--- config.mk ---
export PLATFORM = sky130hd
export DESIGN_NAME = cdrv_ctrl
export DESIGN_NICKNAME = d
export VERILOG_FILES = /design/src/logic/cdrv_pkg.sv /design/src/logic/cdrv_ctrl.sv /design/src/logic/cdrv_pin.sv /design/src/logic/cdrv_tqclk.sv
export VERILOG_INCLUDE_DIRS = /design/src /design/src/logic
export SDC_FILE = /design/constraint.sdc
export NUM_CORES = 1
export LEC_CHECK = 0
export BUFFER_PORTS_ARGS = -buffer_cell sky130_fd_sc_hd__buf_4
export CAP_MARGIN = 30
export CORE_ASPECT_RATIO = 1.5
export CORE_MARGIN = 3
export CORE_UTILIZATION = 55
export DETAILED_ROUTE_END_ITERATION = 10
export MAX_ROUTING_LAYER = met4
export PLACE_DENSITY_LB_ADDON = 0.12
export SYNTH_ARGS = -nofsm -noshare
export SYNTH_HDL_FRONTEND = slang
export SYNTH_SLANG_ARGS = --single-unit
--- constraint.sdc ---
create_clock -name mclk -period 4.8 [get_ports mclk]
set_input_delay 0.24 -clock mclk [delete_from_list [all_inputs] [get_ports mclk]]
set_output_delay 0.24 -clock mclk [all_outputs]
set_load 0.01 [all_outputs]
--- src/logic/cdrv_params.svh ---
/*
 constants of the can output driver control block: offsets, field
 positions, reset values and codes. assumes inclusion by bare name.
*/
`ifndef CDRV_PARAMS_SVH
`define CDRV_PARAMS_SVH
// ----------------------------------------------------------------
// register window offsets
// ----------------------------------------------------------------
`define CDRV_OFS_OCR 8'h08
`define CDRV_OFS_TEST 8'h09
`define CDRV_OFS_BUF_LO 8'h0a
`define CDRV_OFS_BUF_HI 8'h13
`define CDRV_BUF_BYTES 10
// ----------------------------------------------------------------
// output_driver_config field positions
// ----------------------------------------------------------------
`define CDRV_HS_B 7
`define CDRV_LS_B 6
`define CDRV_POL_B 5
`define CDRV_HS_A 4
`define CDRV_LS_A 3
`define CDRV_POL_A 2
`define CDRV_MODE_HI 1
`define CDRV_MODE_LO 0
// ----------------------------------------------------------------
// production_test_control fields and reset values
// ----------------------------------------------------------------
`define CDRV_TEST_FLOAT 0
`define CDRV_TEST_WMASK 8'h3f
`define CDRV_OCR_RST 8'h00
`define CDRV_TEST_RST 8'h00
// ----------------------------------------------------------------
// output mode codes
// ----------------------------------------------------------------
`define CDRV_MODE_BIPH 2'h0
`define CDRV_MODE_TEST 2'h1
`define CDRV_MODE_NORM 2'h2
`define CDRV_MODE_CLK 2'h3
`endif

--- src/logic/cdrv_pkg.sv ---
/*
 types shared by the output driver control files.
 assumes cdrv_params.svh is visible in the same compile.
*/
package cdrv_pkg;
   typedef logic [7:0] cdrv_byte_t; // one register byte
   typedef logic [5:0] cdrv_presc_t; // prescaler field
   typedef logic [1:0] cdrv_mode_t; // output mode code
   typedef logic [6:0] cdrv_tqcnt_t; // mclk count within a tq
endpackage

--- src/logic/cdrv_ctrl.sv ---
/*
 can output driver control: output_driver_config, test register,
 transmit buffer bytes and the drive of both transmit pins.
 assumes a byte register window, tx_bit and bit_start from the
 bit engine, synchronous to mclk; pin pads resolve out/oe.
*/
`timescale 1ns/100ps
`include "cdrv_params.svh"
module cdrv_ctrl (
   input wire logic mclk, // controller clock
   input wire logic rst_b, // synchronous reset, low
   input wire logic cfg_hold, // config_hold_bit (reset request)
   input wire logic sleep, // controller sleep mode
   input wire logic tx_bit, // serial bit to send, 0 dominant
   input wire logic bit_start, // pulse at each bit period start
   input wire cdrv_pkg::cdrv_presc_t presc, // prescaler field
   input wire logic rx_comparator_out, // input comparator
   input wire logic reg_wr, // register write strobe
   input wire logic reg_rd, // register read strobe
   input wire cdrv_pkg::cdrv_byte_t reg_addr, // register offset
   input wire cdrv_pkg::cdrv_byte_t reg_wdata, // write data
   output cdrv_pkg::cdrv_byte_t reg_rdata, // read data
   output logic tx_pin_a_out, // tx_pin_a level
   output logic tx_pin_a_oe, // tx_pin_a driven
   output logic tx_pin_b_out, // tx_pin_b level
   output logic tx_pin_b_oe, // tx_pin_b driven
   output logic hs_sw_a_q, // high_side_switch pin a
   output logic ls_sw_a_q, // low_side_switch pin a
   output logic hs_sw_b_q, // high_side_switch pin b
   output logic ls_sw_b_q // low_side_switch pin b
);
   import cdrv_pkg::*;
   // ----------------------------------------------------------------
   // storage
   // ----------------------------------------------------------------
   cdrv_byte_t ocr_q; // output_driver_config
   cdrv_byte_t test_q; // production_test_control
   cdrv_byte_t buf_q [`CDRV_BUF_BYTES]; // descriptor then data
   cdrv_mode_t mode; // output_mode_sel
   logic sel_b_q; // pin b holds the turn between bit starts
   logic turn_b; // pin b holds the turn in this cycle
   logic dom_q; // bit in progress is dominant
   logic tx_clk; // tx_bit_clock
   logic data_a; // bit for pin a
   logic data_b; // bit for pin b
   logic off_a; // pin a switches forced off
   logic off_b; // pin b switches forced off
   logic hs_a; // decoded switches
   logic ls_a;
   logic hs_b;
   logic ls_b;
   // byte index within the transmit buffer
   function automatic logic [3:0] buf_idx(input cdrv_byte_t a);
      cdrv_byte_t d;
      d = a - `CDRV_OFS_BUF_LO;
      return d[3:0];
   endfunction
   // address falls inside the transmit buffer
   function automatic logic is_buf(input cdrv_byte_t a);
      return (a >= `CDRV_OFS_BUF_LO) && (a <= `CDRV_OFS_BUF_HI);
   endfunction
   assign mode = {ocr_q[`CDRV_MODE_HI], ocr_q[`CDRV_MODE_LO]};
   // ----------------------------------------------------------------
   // register writes
   // ----------------------------------------------------------------
   // config only moves under hold so the pins never glitch mid-frame
   always_ff @(posedge mclk) begin
      if (!rst_b) begin
         ocr_q <= `CDRV_OCR_RST;
      end else if (reg_wr && cfg_hold && reg_addr == `CDRV_OFS_OCR) begin
         ocr_q <= reg_wdata;
      end
   end
   // reserved top bits never store
   always_ff @(posedge mclk) begin
      if (!rst_b) begin
         test_q <= `CDRV_TEST_RST;
      end else if (reg_wr && reg_addr == `CDRV_OFS_TEST) begin
         test_q <= reg_wdata & `CDRV_TEST_WMASK;
      end
   end
   // buffer bytes, written by the processor at any time
   always_ff @(posedge mclk) begin
      if (!rst_b) begin
         for (int i = 0; i < `CDRV_BUF_BYTES; i++) begin
            buf_q[i] <= 8'h00;
         end
      end else if (reg_wr && is_buf(reg_addr)) begin
         buf_q[buf_idx(reg_addr)] <= reg_wdata;
      end
   end
   // ----------------------------------------------------------------
   // register reads
   // ----------------------------------------------------------------
   // data appears the edge after the read strobe
   always_ff @(posedge mclk) begin
      if (!rst_b) begin
         reg_rdata <= 8'h00;
      end else if (reg_rd) begin
         if (reg_addr == `CDRV_OFS_OCR) begin
            reg_rdata <= cfg_hold ? ocr_q : 8'h00;
         end else if (reg_addr == `CDRV_OFS_TEST) begin
            reg_rdata <= test_q;
         end else if (is_buf(reg_addr)) begin
            reg_rdata <= buf_q[buf_idx(reg_addr)];
         end else begin
            reg_rdata <= 8'h00; // unmapped
         end
      end
   end
   // ----------------------------------------------------------------
   // bi-phase alternation
   // ----------------------------------------------------------------
   // flips when a dominant bit ends; recessive gaps keep the turn
   always_ff @(posedge mclk) begin
      if (!rst_b || cfg_hold || mode != `CDRV_MODE_BIPH) begin
         sel_b_q <= 1'b0;
         dom_q <= 1'b0;
      end else if (bit_start) begin
         dom_q <= !tx_bit;
         if (dom_q) begin
            sel_b_q <= !sel_b_q;
         end
      end
   end
   // turn passes at the bit start itself, so a new dominant bit
   // never spends its first cycle on the pin that sent the last one
   assign turn_b = sel_b_q ^ (bit_start && dom_q);
   // ----------------------------------------------------------------
   // bit clock and pin data selection
   // ----------------------------------------------------------------
   cdrv_tqclk u_tqclk (
      .mclk(mclk),
      .rst_b(rst_b),
      .presc(presc),
      .bit_start(bit_start),
      .clk_hi(tx_clk)
   );
   // the test float bit lets production floats the drivers
   always_comb begin
      data_a = tx_bit;
      data_b = tx_bit;
      off_a = 1'b0;
      off_b = 1'b0;
      unique case (mode)
         `CDRV_MODE_NORM: begin
            data_b = tx_bit;
         end
         `CDRV_MODE_CLK: begin
            data_b = tx_clk;
         end
         `CDRV_MODE_TEST: begin
            data_b = rx_comparator_out;
         end
         `CDRV_MODE_BIPH: begin
            off_a = tx_bit || turn_b;
            off_b = tx_bit || !turn_b;
         end
      endcase
      if (sleep) begin
         data_a = 1'b1;
         data_b = 1'b1;
         off_a = 1'b0;
         off_b = 1'b0;
      end
      if (cfg_hold || test_q[`CDRV_TEST_FLOAT]) begin
         off_a = 1'b1;
         off_b = 1'b1;
      end
   end
   cdrv_pin u_pin_a (
      .hs_en(ocr_q[`CDRV_HS_A]),
      .ls_en(ocr_q[`CDRV_LS_A]),
      .pol(ocr_q[`CDRV_POL_A]),
      .data(data_a),
      .off(off_a),
      .hs_sw(hs_a),
      .ls_sw(ls_a)
   );
   cdrv_pin u_pin_b (
      .hs_en(ocr_q[`CDRV_HS_B]),
      .ls_en(ocr_q[`CDRV_LS_B]),
      .pol(ocr_q[`CDRV_POL_B]),
      .data(data_b),
      .off(off_b),
      .hs_sw(hs_b),
      .ls_sw(ls_b)
   );
   // ----------------------------------------------------------------
   // pin registers
   // ----------------------------------------------------------------
   // a pin with no switch on is released, never driven
   always_ff @(posedge mclk) begin
      if (!rst_b) begin
         hs_sw_a_q <= 1'b0;
         ls_sw_a_q <= 1'b0;
         hs_sw_b_q <= 1'b0;
         ls_sw_b_q <= 1'b0;
         tx_pin_a_out <= 1'b0;
         tx_pin_a_oe <= 1'b0;
         tx_pin_b_out <= 1'b0;
         tx_pin_b_oe <= 1'b0;
      end else begin
         hs_sw_a_q <= hs_a;
         ls_sw_a_q <= ls_a;
         hs_sw_b_q <= hs_b;
         ls_sw_b_q <= ls_b;
         tx_pin_a_out <= hs_a;
         tx_pin_a_oe <= hs_a || ls_a;
         tx_pin_b_out <= hs_b;
         tx_pin_b_oe <= hs_b || ls_b;
      end
   end
   // ----------------------------------------------------------------
   // checks
   // ----------------------------------------------------------------
   logic [7:0] hi_len_q; // length of the running clock pulse
   always_ff @(posedge mclk) begin
      // a restart counts the new pulse from zero as well
      if (!rst_b || !tx_clk || bit_start) begin
         hi_len_q <= 8'h00;
      end else begin
         hi_len_q <= hi_len_q + 8'h01;
      end
   end
endmodule // cdrv_ctrl

--- src/logic/cdrv_pin.sv ---
/*
 switch decode of one transmit pin from drive type, polarity and data.
 assumes the caller registers the result.
*/
`timescale 1ns/100ps
module cdrv_pin (
   input wire logic hs_en, // high_side_enable
   input wire logic ls_en, // low_side_enable
   input wire logic pol, // output_polarity
   input wire logic data, // bit to send
   input wire logic off, // force all switches off
   output logic hs_sw, // high_side_switch
   output logic ls_sw // low_side_switch
);
   // ----------------------------------------------------------------
   // switch decode
   // ----------------------------------------------------------------
   // both switches can never be on together: data^pol selects one
   always_comb begin
      hs_sw = !off && hs_en && ((data ^ pol) == 1'b1);
      ls_sw = !off && ls_en && ((data ^ pol) == 1'b0);
   end
endmodule // cdrv_pin

--- src/logic/cdrv_tqclk.sv ---
/*
 time quantum divider and transmit bit clock.
 assumes bit_start is a one-cycle pulse at each bit period start.
*/
`timescale 1ns/100ps
module cdrv_tqclk (
   input wire logic mclk, // controller clock
   input wire logic rst_b, // synchronous reset, low
   input wire cdrv_pkg::cdrv_presc_t presc, // prescaler field
   input wire logic bit_start, // bit period starts
   output logic clk_hi // tx_bit_clock, high one tq
);
   import cdrv_pkg::*;
   cdrv_tqcnt_t cnt_q; // mclk cycles into the high pulse
   cdrv_tqcnt_t last; // final count of one tq
   // ----------------------------------------------------------------
   // high pulse timing
   // ----------------------------------------------------------------
   // one tq is 2*(presc+1) mclk periods
   assign last = cdrv_tqcnt_t'({presc, 1'b1});
   // restart on every bit start so the rising edge marks it
   always_ff @(posedge mclk) begin
      if (!rst_b) begin
         cnt_q <= '0;
         clk_hi <= 1'b0;
      end else if (bit_start) begin
         cnt_q <= '0;
         clk_hi <= 1'b1;
      end else if (clk_hi) begin
         cnt_q <= cnt_q + 7'h01;
         if (cnt_q == last) begin
            clk_hi <= 1'b0;
         end
      end
   end
endmodule // cdrv_tqclk

Word level (Yosys, flattened, before mapping)
Memory sizes are Yosys's and may differ from the RTL's.
Index checks and enable logic that the tools add are counted.
Storage, ports and cells
  memories kept: 1
  memory bits (read-only): 0
  output and inout bits: 16
  bits in registers: 38
  bits in latches: 0
  bits of input ports: 31
  word-level logic and storage cells: 84
  memory bits (writable): 80
Operators by class
  bitwise logic cells: 6
  equal/unequal tests: 5
  multipliers: 0
  div/mod/pow operators: 0
  shifts and indexed selects: 0
  add/subtract/negate cells: 2
  multiplexer cells: 23
  reductions and logical operators: 32
  magnitude comparators: 2
Memories
  buf_q: depth 10, width 8, rd ports 1, clocked after Yosys merged registers in 0, wr ports 10, RTL line cdrv_ctrl.sv:38  | cdrv_byte_t buf_q [`CDRV_BUF_BYTES];
Operator list (count)
  2-to-1 mux 8 bit: 5
  == test 8 x 4 -> 1 bit, second input constant: 2
  2-to-1 mux 1 bit: 16
  logical AND 1 bit: 14
  greater-or-equal comparator 8 x 4 -> 1 bit, second input constant: 1
  less-or-equal comparator 8 x 5 -> 1 bit, second input constant: 1
  OR reduction 8 bit: 1
  adder 7 x 1 -> 7 bit, second input constant: 1
  == test 7 bit: 1
  logical OR 1 bit: 7
  zero test 1 bit: 6
  2-to-1 mux 4 bit: 1
  subtractor 4 bit, second input constant: 1
  inverter 1 bit: 3
  bitwise XOR 1 bit: 3
  == test 2 x 1 -> 1 bit, second input constant: 1
  == test 2 bit, second input constant: 1
  zero test 2 bit: 1
  case mux 1 bit (2 select lines): 1
  AND reduction 2 bit: 1
  nonzero test 2 bit: 1
  OR reduction 2 bit: 1

Longest topological paths before layout
Gate-level depths: netlist of the first run.
  depth after elaboration: 11
  depth in mapped cells: 11
  depth with buffers taken out: 7

Hierarchy
From an unflattened synthesis of the first run, not the netlist that was laid out.
Second synthesis, totals
  cells, all modules: 585
  area, all modules: 7417.1 um2
Modules (own cells, without submodules)
  cdrv_ctrl: instances 1, area each 6971.7 um2, cells an instance 537, sequential area each 4444.3 um2
  cdrv_tqclk: instances 1, area each 395.4 um2, cells an instance 42, sequential area each 160.2 um2
  cdrv_pin: instances 2, area each 25.0 um2, cells an instance 3, sequential area each 0.0 um2

Worst setup path before layout of the first run
Ideal clock, no wire load.
  kind: input to register
  start point: in reg_addr[1]
  end point: mem buf_q[0][0] (netlist bit) (enable)
  data required time: 4.416 ns
  arrival: 2.636 ns
  slack: 1.780 ns
  stages: 9
  buffers on the path: 4
  library setup time: 0.384 ns
  cells stage by stage: buf_2 -> buf_2 -> buf_2 -> inv_1 -> ha_1 -> xor2_1 -> buf_4 -> nand3_2 -> o21ai_0
RTL lines
  from (decl): RTL line cdrv_ctrl.sv:20  | input wire cdrv_pkg::cdrv_byte_t reg_addr,
  to (decl): RTL line cdrv_ctrl.sv:38

==> results.py, run 1 <==
metrics = {
    "timing": {
        "period_minus_slack_ps": 3200,
        "fin_crit_sh_pct": 66.7,
        "hold_viol": 0,
        "report.final.slew_viol_count": 0,
        "setup_tns_ps": 0,
        "holdWs_ps": 28.6,
        "fin_ws_ps": 1600,
        "setup_violations": 0,
        "slew_headroom_pct": 25.1,
        "fmax_mhz": 312,
        "fin_skew_ps": 4.47,
        "rsz0062_at_grt": "false",
        "worstMarginPinSlew_ps": 1110,
    },
    "synthesis": {
        "synth_cell_types": 46,
        "syn_inst": 579,
        "yosysTopAreaCell": "edfxtp_1",
        "syn_avg_cell_area_sq_um": 12.8,
        "ys_async_sr_fraction_pct": 0,
        "synth-edff-count": 128,
        "synth.most_common_cell": "edfxtp_1",
        "syn-num-nets": 612,
        "synth.area.top_cells": "edfxtp_1 (52%), dfxtp_1 (10%), nor2_1 (4.1%)",
        "syn_area_sq_um": 7400,
        "synth_ff_type": "edfxtp_1",
        "synth_common_cells": "edfxtp_1 (128), nor2_1 (80), nand2_1 (45)",
        "synth_seq_area_share_pct": 62.2,
        "yosysWarnings": 0,
        "yosys.area.top_type_share_pct": 52.0,
        "synth-seq-cells": 166,
    },
    "route": {
        "drc": 0,
        "via_per_inst": 6.09,
        "ant_nets": 0,
        "vias": 4826,
        "drt-wirelength-per-cell_um": 22.8,
        "drtIter0Drc": 370,
        "drt_pass1_iterations": 5,
        "wl_um": 18000,
    },
    "hold_path": {
        "hp-class": "in2reg",
        "hp-start": "bit_start",
    },
    "placement": {
        "gp_congestion": 0.901,
        "dpl_worst_slack_ps": 1210,
        "dpl.hpwl_um": 12800,
        "io_buffers": 46,
    },
    "finish": {
        "nNetsFinal": 654,
        "fillers": 994,
        "num_antenna_cells": 0,
        "area_growth_pct": 13.2,
        "drive_gt1_share_pct": 19.6,
        "multi_input_area_sq_um": 2580,
        "ff_latch_area_sq_um": 4600,
    },
    "cts": {
        "clock_latency_ps": 420,
        "cts_tree": "done",
        "htreeDepth": 4,
        "cts.sinks": 166,
        "cts_root_buffer": "clkbuf_16",
        "cts_resized": 0,
        "postCtsHoldBufs": 0,
        "post_cts.repair.setup_buffers": 0,
        "path_clk_slew_ps": 60,
        "clockBufferDepth": 2,
        "numCtsBuffers": 17,
    },
    "global_routing": {
        "grt_usage_pct": 25.6,
        "first_global_vias": 4801,
        "grt_max_degree": 53,
        "grt_pass1_wl_um": 27200,
        "grt_overflow_total": 0,
        "antenna_found_initial": 0,
    },
    "power": {
        "vdd_drop_max_mv": 0.210,
        "leakage_uw": 0.00294,
        "powerDensity_nw_per_um2": 364,
        "finalPower_uw": 3050,
    },
    "worst_setup_path": {
        "crit_fanout": 52,
        "endpoint_kind": "flip-flop",
        "startpoint": "reg_addr[1]",
        "r2r_setup_slack_ps": 3050,
        "cp-start-kind": "input pin",
        "reg2reg_from": "buf_q[12][3]",
        "path_class": "in2reg",
        "cp_data_arrival_time_ps": 3240,
        "cp.required_ps": 4840,
    },
    "floorplan": {
        "rows": 51,
        "start_util_pct": 56.5,
        "die_x_um": 101,
        "die_h_um": 148,
        "core_area_sq_um": 13100,
        "die-area_sq_um": 14900,
        "io_pins": 47,
    },
    "flow_run": {
        "cap_violations": 0,
    },
    "run_status": {
        "status": "finished, final reports clean",
    },
}
state kept, by name (all words and copies together), names as in the netlist:
signal	count
buf_q	128
ocr_q	8
reg_rdata	8
u_tqclk.cnt_q	7
test_q	6
dom_q	1
hs_sw_a_q	1
hs_sw_b_q	1
ls_sw_a_q	1
ls_sw_b_q	1
sel_b_q	1
tx_pin_a_oe	1
tx_pin_b_oe	1
u_tqclk.clk_hi	1
per-stage QoR:
step	cell area, sq um	std cells	utilization, %
floorplan	7400	579	-
global placement	7830	759	59.9
CTS	8360	791	63.9
detailed placement	7830	759	59.9
global route	8370	793	64.0
finish	8370	793	64.0
final timing paths:
path                                      to  cells after the start
worst min-delay path                   dom_q                      2
worst max register to register  reg_rdata[3]                      4
worst max-delay path             buf_q[7][7]                      6
worst min register to register     ls_sw_a_q                      2
where the power goes:
part / internal [uW] / total (uW) / switching [uW]
combinational: 85.4 / 233 / 147
sequential: 1580 / 1590 / 16.2
clock: 662 / 1220 / 561
total: 2320 / 3050 / 725
critical path, stage by stage:
cell,delay [ps]
buf_4,580
nor2_1,110
o22a_2,260
nor3_4,540
nand3_2,450
o21ai_0,1000
area by class of cell:
type                            count  share of cell area [%]
Clock buffer                       17                    5.08
Clock inverter                     15                    1.24
Inverter                            8                   0.359
Multi-Input combinational cell    370                    30.8
Sequential cell                   166                    55.0
Tap cell                          159                    2.38
Timing Repair Buffer               58                    5.17
cell families after synthesis:
family	after synthesis	synth area share, %
simple gates	215	14.7
flops	166	62.2
compound gates	77	6.51
mux	61	11.5
buf+inv	43	2.93
xor+xnor	15	1.78
fa+ha+maj	2	0.338
placed cells by master, fill, tap and decap left out, types with 5 or more instances in the layout:
cell type    n
nor2_1      80
mux2i_1     28
dfxtp_1     38
mux2_2      18
a221oi_1     9
and3_1       9
clkbuf_16   17
a22o_1       5
nand3_1      9
mux4_1       7
xnor2_1      6
o22ai_1      6
nand2b_1     7
nand4_1      5
inv_6        5
mux4_2       8
o21ai_0     29
buf_4       56
xor2_1       9
and2_1      32
edfxtp_1   128
a21oi_1     16
inv_1        7
nand2_1     45
routing by layer:
metal | GRT usage (%) | wire, um | vias up | share of wire (%)
met5 | - | 0 | - | 0
met4 | 9.64 | 544 | 0 | 3.0
met3 | 4.72 | 1050 | 43 | 5.8
met2 | 43.8 | 9610 | 183 | 53
met1 | 29.8 | 6840 | 2375 | 38
li1 | - | - | 2225 | -
No activity file was read; power rests on OpenSTA's default activity.
==> inputs of run 2 (changes only) <==
==> constraint.sdc (replaced) <==
create_clock -name mclk -period 2.7 [get_ports mclk]
set_input_delay 0.135 -clock mclk [delete_from_list [all_inputs] [get_ports mclk]]
set_output_delay 0.135 -clock mclk [all_outputs]
set_load 0.01 [all_outputs]
==> results.py, run 2 (synthesis results as in run 1) <==
metrics = {
    "run_status": {
        "status": "finished, final reports clean",
    },
    "placement": {
        "io_buffers": 46,
        "gp_congestion": 1.01,
        "dpl_worst_slack_ps": 151,
        "dpl.hpwl_um": 13600,
    },
    "worst_setup_path": {
        "cp-start-kind": "input pin",
        "crit_path_top_delay_cell": "nor3_4",
        "cp.required_ps": 2830,
        "path_class": "in2reg",
        "endpoint_kind": "flip-flop",
        "max_stage_delay_ps": 580,
        "path_cells": "buf_4 -> or3_1 -> nor3_4 -> nand2_1 -> nor4_1 -> buf_4",
        "crit_fanout": 17,
        "cp_data_arrival_time_ps": 2310,
        "worst_path_most_repeated_cell": "buf_4",
    },
    "power": {
        "netSwitchingFraction_pct": 23.3,
        "seqPwrFrac_pct": 51.2,
        "p_clk_share_pct": 40.8,
        "vdd_drop_max_mv": 0.447,
        "p_int_uw": 4250,
        "p_sw_uw": 1290,
        "leakage_uw": 0.00309,
        "p_comb_share_pct": 8.0,
        "powerDensity_nw_per_um2": 642,
    },
    "floorplan": {
        "start_util_pct": 56.5,
        "die-area_sq_um": 14900,
        "die_h_um": 148,
        "io_pins": 47,
        "rows": 51,
        "die_x_um": 101,
        "core_area_sq_um": 13100,
    },
    "finish": {
        "nNetsFinal": 683,
        "multi_input_area_sq_um": 2580,
        "largest_register_ffs": 128,
        "area_growth_pct": 16.6,
        "fin_util_pct": 65.9,
        "num_antenna_cells": 0,
        "drive_gt1_share_pct": 22.5,
        "fillers": 973,
        "reg.largest.list": "buf_q: 128 flops, ocr_q: 8 flops, reg_rdata: 8 flops",
        "layout_common_cells": "edfxtp_1 (128), buf_4 (84), nor2_1 (80)",
        "ff_latch_area_sq_um": 4600,
        "largest-register": "buf_q",
        "layout_commonest_cell": "edfxtp_1",
    },
    "cts": {
        "cts_root_buffer": "clkbuf_16",
        "clockBufferDepth": 2,
        "clock_latency_ps": 420,
        "cts_tree": "done",
        "numCtsBuffers": 17,
        "htreeDepth": 4,
        "cts.sinks": 166,
        "path_clk_slew_ps": 60,
        "post_cts.repair.setup_buffers": 0,
    },
    "timing": {
        "period_minus_slack_ps": 2170,
        "worstMarginPinSlew_ps": 696,
        "slew_headroom_pct": 53.4,
        "report.final.slew_viol_count": 0,
        "rsz0062_at_grt": "false",
        "hold_viol": 0,
        "fin_crit_sh_pct": 80.5,
        "setup_violations": 0,
        "fmax_mhz": 460,
        "holdWs_ps": 60.6,
        "fin_skew_ps": 6.12,
        "fin_ws_ps": 526,
    },
    "global_routing": {
        "first_global_vias": 5010,
        "grt_pass1_wl_um": 28400,
        "grt_usage_pct": 26.8,
        "grt_max_degree": 36,
        "grt_overflow_total": 0,
        "antenna_found_initial": 0,
    },
    "route": {
        "via_per_inst": 6.08,
        "wl_um": 18500,
        "drtIter0Drc": 372,
        "drt_pass1_iterations": 5,
        "vias": 4994,
        "drt-wirelength-per-cell_um": 22.6,
        "ant_nets": 0,
        "drc": 0,
    },
    "flow_run": {
        "cap_violations": 0,
    },
    "hold_path": {
        "hp-class": "in2reg",
    },
}
[run 2: changes by cell type in the layout (fill, tap and decap cells not counted), moves of 2 or more]
| cell | previous run | this run |
|---|---|---|
| buf_4 | 56 | 84 |
| o21ai_0 | 29 | 25 |
| o21ai_1 | 0 | 4 |
| dlygate4sd3_1 | 0 | 3 |
| clkinv_2 | 3 | 1 |
[run 2: cell type report]
| class | instances | area share (%) |
|---|---|---|
| Timing Repair Buffer | 87 | 7.66 |
| Inverter | 8 | 0.348 |
| Tap cell | 159 | 2.31 |
| Clock buffer | 18 | 4.98 |
| Sequential cell | 166 | 53.4 |
| Clock inverter | 13 | 1.42 |
| Multi-Input combinational cell | 370 | 29.9 |
[run 2: path summary, 6_finish.rpt]
check | startpoint | end | slack [ps] | cells after the start
setup reg to reg | ocr_q[0] | dom_q | 890 | 3
hold / removal | reg_wdata[7] | ocr_q[7] | 60 | 3
setup / recovery | reg_addr[7] | buf_q[11][7] | 530 | 6
hold reg to reg | ocr_q[3] | ls_sw_a_q | 490 | 2
[run 2: worst max-delay path: cells and delay by family]
| kind | cells | cell delay (ps) |
|---|---|---|
| buffers and inverters | 2 | 360 |
| and+or+nand+nor | 4 | 1810 |
[run 2: timing repair]
action,4_1_cts,5_1_grt
endpoints found under the hold margin,4,0
gates resized for setup,0,0
hold buffers,3,0
[run 2: power by group through the flow]
stage          clock [uW]  combinational [uW]  sequential, uW
6_report             2260                 444            2830
2_1_floorplan           0                 253            2870
5_1_grt              2390                 472            2840
4_1_cts              2280                 440            2830
3_3_place_gp            0                 430            2890
3_5_place_dp            0                 434            2890
[run 2: routing by layer]
metal	GRT usage, %	up-vias	part of all wire, %
li1	-	2285	-
met1	32.1	2439	37
met2	43.5	215	51
met3	4.39	55	6.3
met4	13.6	0	5.0
met5	-	-	0
[run 2: through the flow]
step | area (sq um) | setup TNS, ps | cells | total power (uW)
2_1_floorplan | 7400 | -8710 | 579 | 3120
3_3_place_gp | 8040 | 0 | 787 | 3310
3_5_place_dp | 8040 | 0 | 787 | 3320
4_1_cts | 8620 | 0 | 821 | 5560
5_1_grt | 8620 | 0 | 821 | 5700
6_report | 8620 | 0 | 821 | 5540
==> inputs of run 3 (changes only) <==
==> constraint.sdc (replaced) <==
create_clock -name mclk -period 1.7 [get_ports mclk]
set_input_delay 0.085 -clock mclk [delete_from_list [all_inputs] [get_ports mclk]]
set_output_delay 0.085 -clock mclk [all_outputs]
set_load 0.01 [all_outputs]
==> results.py, run 3 (synthesis results as in run 1) <==
metrics = {
    "run_status": {
        "status": "finished, final reports clean",
    },
    "finish": {
        "nNetsFinal": 712,
        "final_area_sq_um": 9260,
        "layout_common_cells": "edfxtp_1 (128), buf_4 (103), nor2_1 (80)",
        "drive_gt1_share_pct": 32.2,
        "layout_commonest_cell": "edfxtp_1",
        "fin_util_pct": 70.8,
        "num_antenna_cells": 0,
        "fin_cells": 851,
        "reg.largest.list": "buf_q: 128 flops, ocr_q: 8 flops, reg_rdata: 8 flops",
        "area_growth_pct": 25.2,
        "largest-register": "buf_q",
        "largest_register_ffs": 128,
    },
    "cts": {
        "clock_latency_ps": 420,
        "cts_root_buffer": "clkbuf_16",
        "post_cts.repair.setup_buffers": 0,
        "numCtsBuffers": 17,
        "path_clk_slew_ps": 70,
        "cts_tree": "done",
        "cts.sinks": 166,
        "htreeDepth": 4,
        "clockBufferDepth": 2,
    },
    "power": {
        "netSwitchingFraction_pct": 23.8,
        "seqPwrFrac_pct": 48.6,
        "p_int_uw": 7030,
        "p_comb_share_pct": 9.5,
        "vdd_drop_max_mv": 0.669,
        "p_sw_uw": 2200,
        "leakage_uw": 0.00335,
        "p_clk_share_pct": 41.9,
        "powerDensity_nw_per_um2": 997,
    },
    "route": {
        "drt-wirelength-per-cell_um": 21.3,
        "drt_pass1_iterations": 5,
        "ant_nets": 0,
        "drtIter0Drc": 353,
        "drc": 0,
        "vias": 5052,
        "via_per_inst": 5.94,
        "wl_um": 18100,
    },
    "timing": {
        "fin_skew_ps": 11.2,
        "worstMarginPinSlew_ps": 526,
        "fmax_mhz": 592,
        "hold_viol": 0,
        "setup_violations": 0,
        "holdWs_ps": 17.5,
        "rsz0062_at_grt": "true",
        "fin_crit_sh_pct": 99.3,
        "report.final.slew_viol_count": 0,
        "slew_headroom_pct": 64.7,
        "setup_tns_ps": 0,
        "period_minus_slack_ps": 1690,
    },
    "worst_setup_path": {
        "cp-start-kind": "flip-flop",
        "startpoint": "buf_q[4][3]",
        "r2r_cells": 4,
        "r2r_setup_slack_ps": 10,
        "path_class": "reg2reg",
        "path_cells": "mux4_2 -> mux4_2 -> inv_2 -> o22ai_1",
        "cp-endpoint": "reg_rdata[3]",
        "crit_path_top_delay_cell": "mux4_2",
        "worst_path_most_repeated_cell": "mux4_2",
        "cp.required_ps": 2000,
        "cp_data_arrival_time_ps": 1990,
        "crit_fanout": 1,
        "endpoint_kind": "flip-flop",
        "r2r_end": "reg_rdata[3]",
        "max_stage_delay_ps": 530,
        "reg2reg_from": "buf_q[4][3]",
    },
    "global_routing": {
        "first_global_vias": 5168,
        "grt_util_met2_pct": 43.6,
        "grt_usage_pct": 26.1,
        "grt_max_degree": 26,
        "met1_usage_pct": 31.7,
        "busiest_layer": "met2",
        "use_met3_pct": 3.92,
        "grt_overflow_total": 0,
        "grt_pass1_wl_um": 28100,
        "antenna_found_initial": 0,
    },
    "hold_path": {
        "min_path_cells": 3,
        "hp-class": "in2reg",
        "hp-start": "reg_wdata[0]",
    },
    "floorplan": {
        "die_h_um": 148,
        "start_util_pct": 56.5,
        "die-area_sq_um": 14900,
        "io_pins": 47,
        "die_x_um": 101,
        "rows": 51,
        "core_area_sq_um": 13100,
    },
    "placement": {
        "postPlaceCellArea_sq_um": 8650,
        "dpl.hpwl_um": 13500,
        "dpl.cell_count": 816,
        "io_buffers": 46,
        "gp_congestion": 0.979,
    },
    "flow_run": {
        "cap_violations": 0,
    },
}
run 3: worst min path at each step:
stage,end,slack [ps]
global route,ocr_q[7],40
detailed placement,dom_q,310
finish,test_q[0],20
CTS,test_q[0],0.8
floorplan,dom_q,180
global placement,dom_q,310
run 3: what timing repair did:
action                     in CTS  in global routing
setup endpoints to repair       1                  2
resized for setup               2                  3
hold buffers                    3                  0
hold endpoints to repair        6                  0
run 3: worst max-delay path, delay by kind of cell (launching register included):
family / cells / cell delay, ps
compound gates: 1 / 60
buf+inv: 1 / 60
flops: 1 / 400
mux: 2 / 1050
run 3: cell type report:
type | count | area [sq um]
flip-flops and latches | 166 | 4600
multi-input cells | 370 | 2830
well taps | 159 | 199
clock buffers | 17 | 425
inverters | 8 | 33.8
fillers | 896 | 3820
clock inverters | 15 | 166
repair buffers | 116 | 1000
run 3: power by group through the flow:
stage          logic, uW  registers (uW)  clock network, uW
2_1_floorplan        519            4560                  0
3_3_place_gp         853            4570                  0
3_5_place_dp         863            4580                  0
4_1_cts              873            4490               3890
5_1_grt              935            4490               4050
6_report             877            4490               3870
run 3: stage by stage:
step | power, uW | setup slack (ps)
6_report | 9240 | 11.8
5_1_grt | 9480 | -9.26
4_1_cts | 9260 | -0.945
3_5_place_dp | 5440 | -188
3_3_place_gp | 5430 | -149
2_1_floorplan | 5080 | -390
run 3: layer usage:
layer  up-vias  wire length, um  part of all wire, %
met5         -                0                    0
met4         0              537                  3.0
met3        37              994                  5.5
met2       185             9520                   53
met1      2495             7080                   39
li1       2335                -                    -
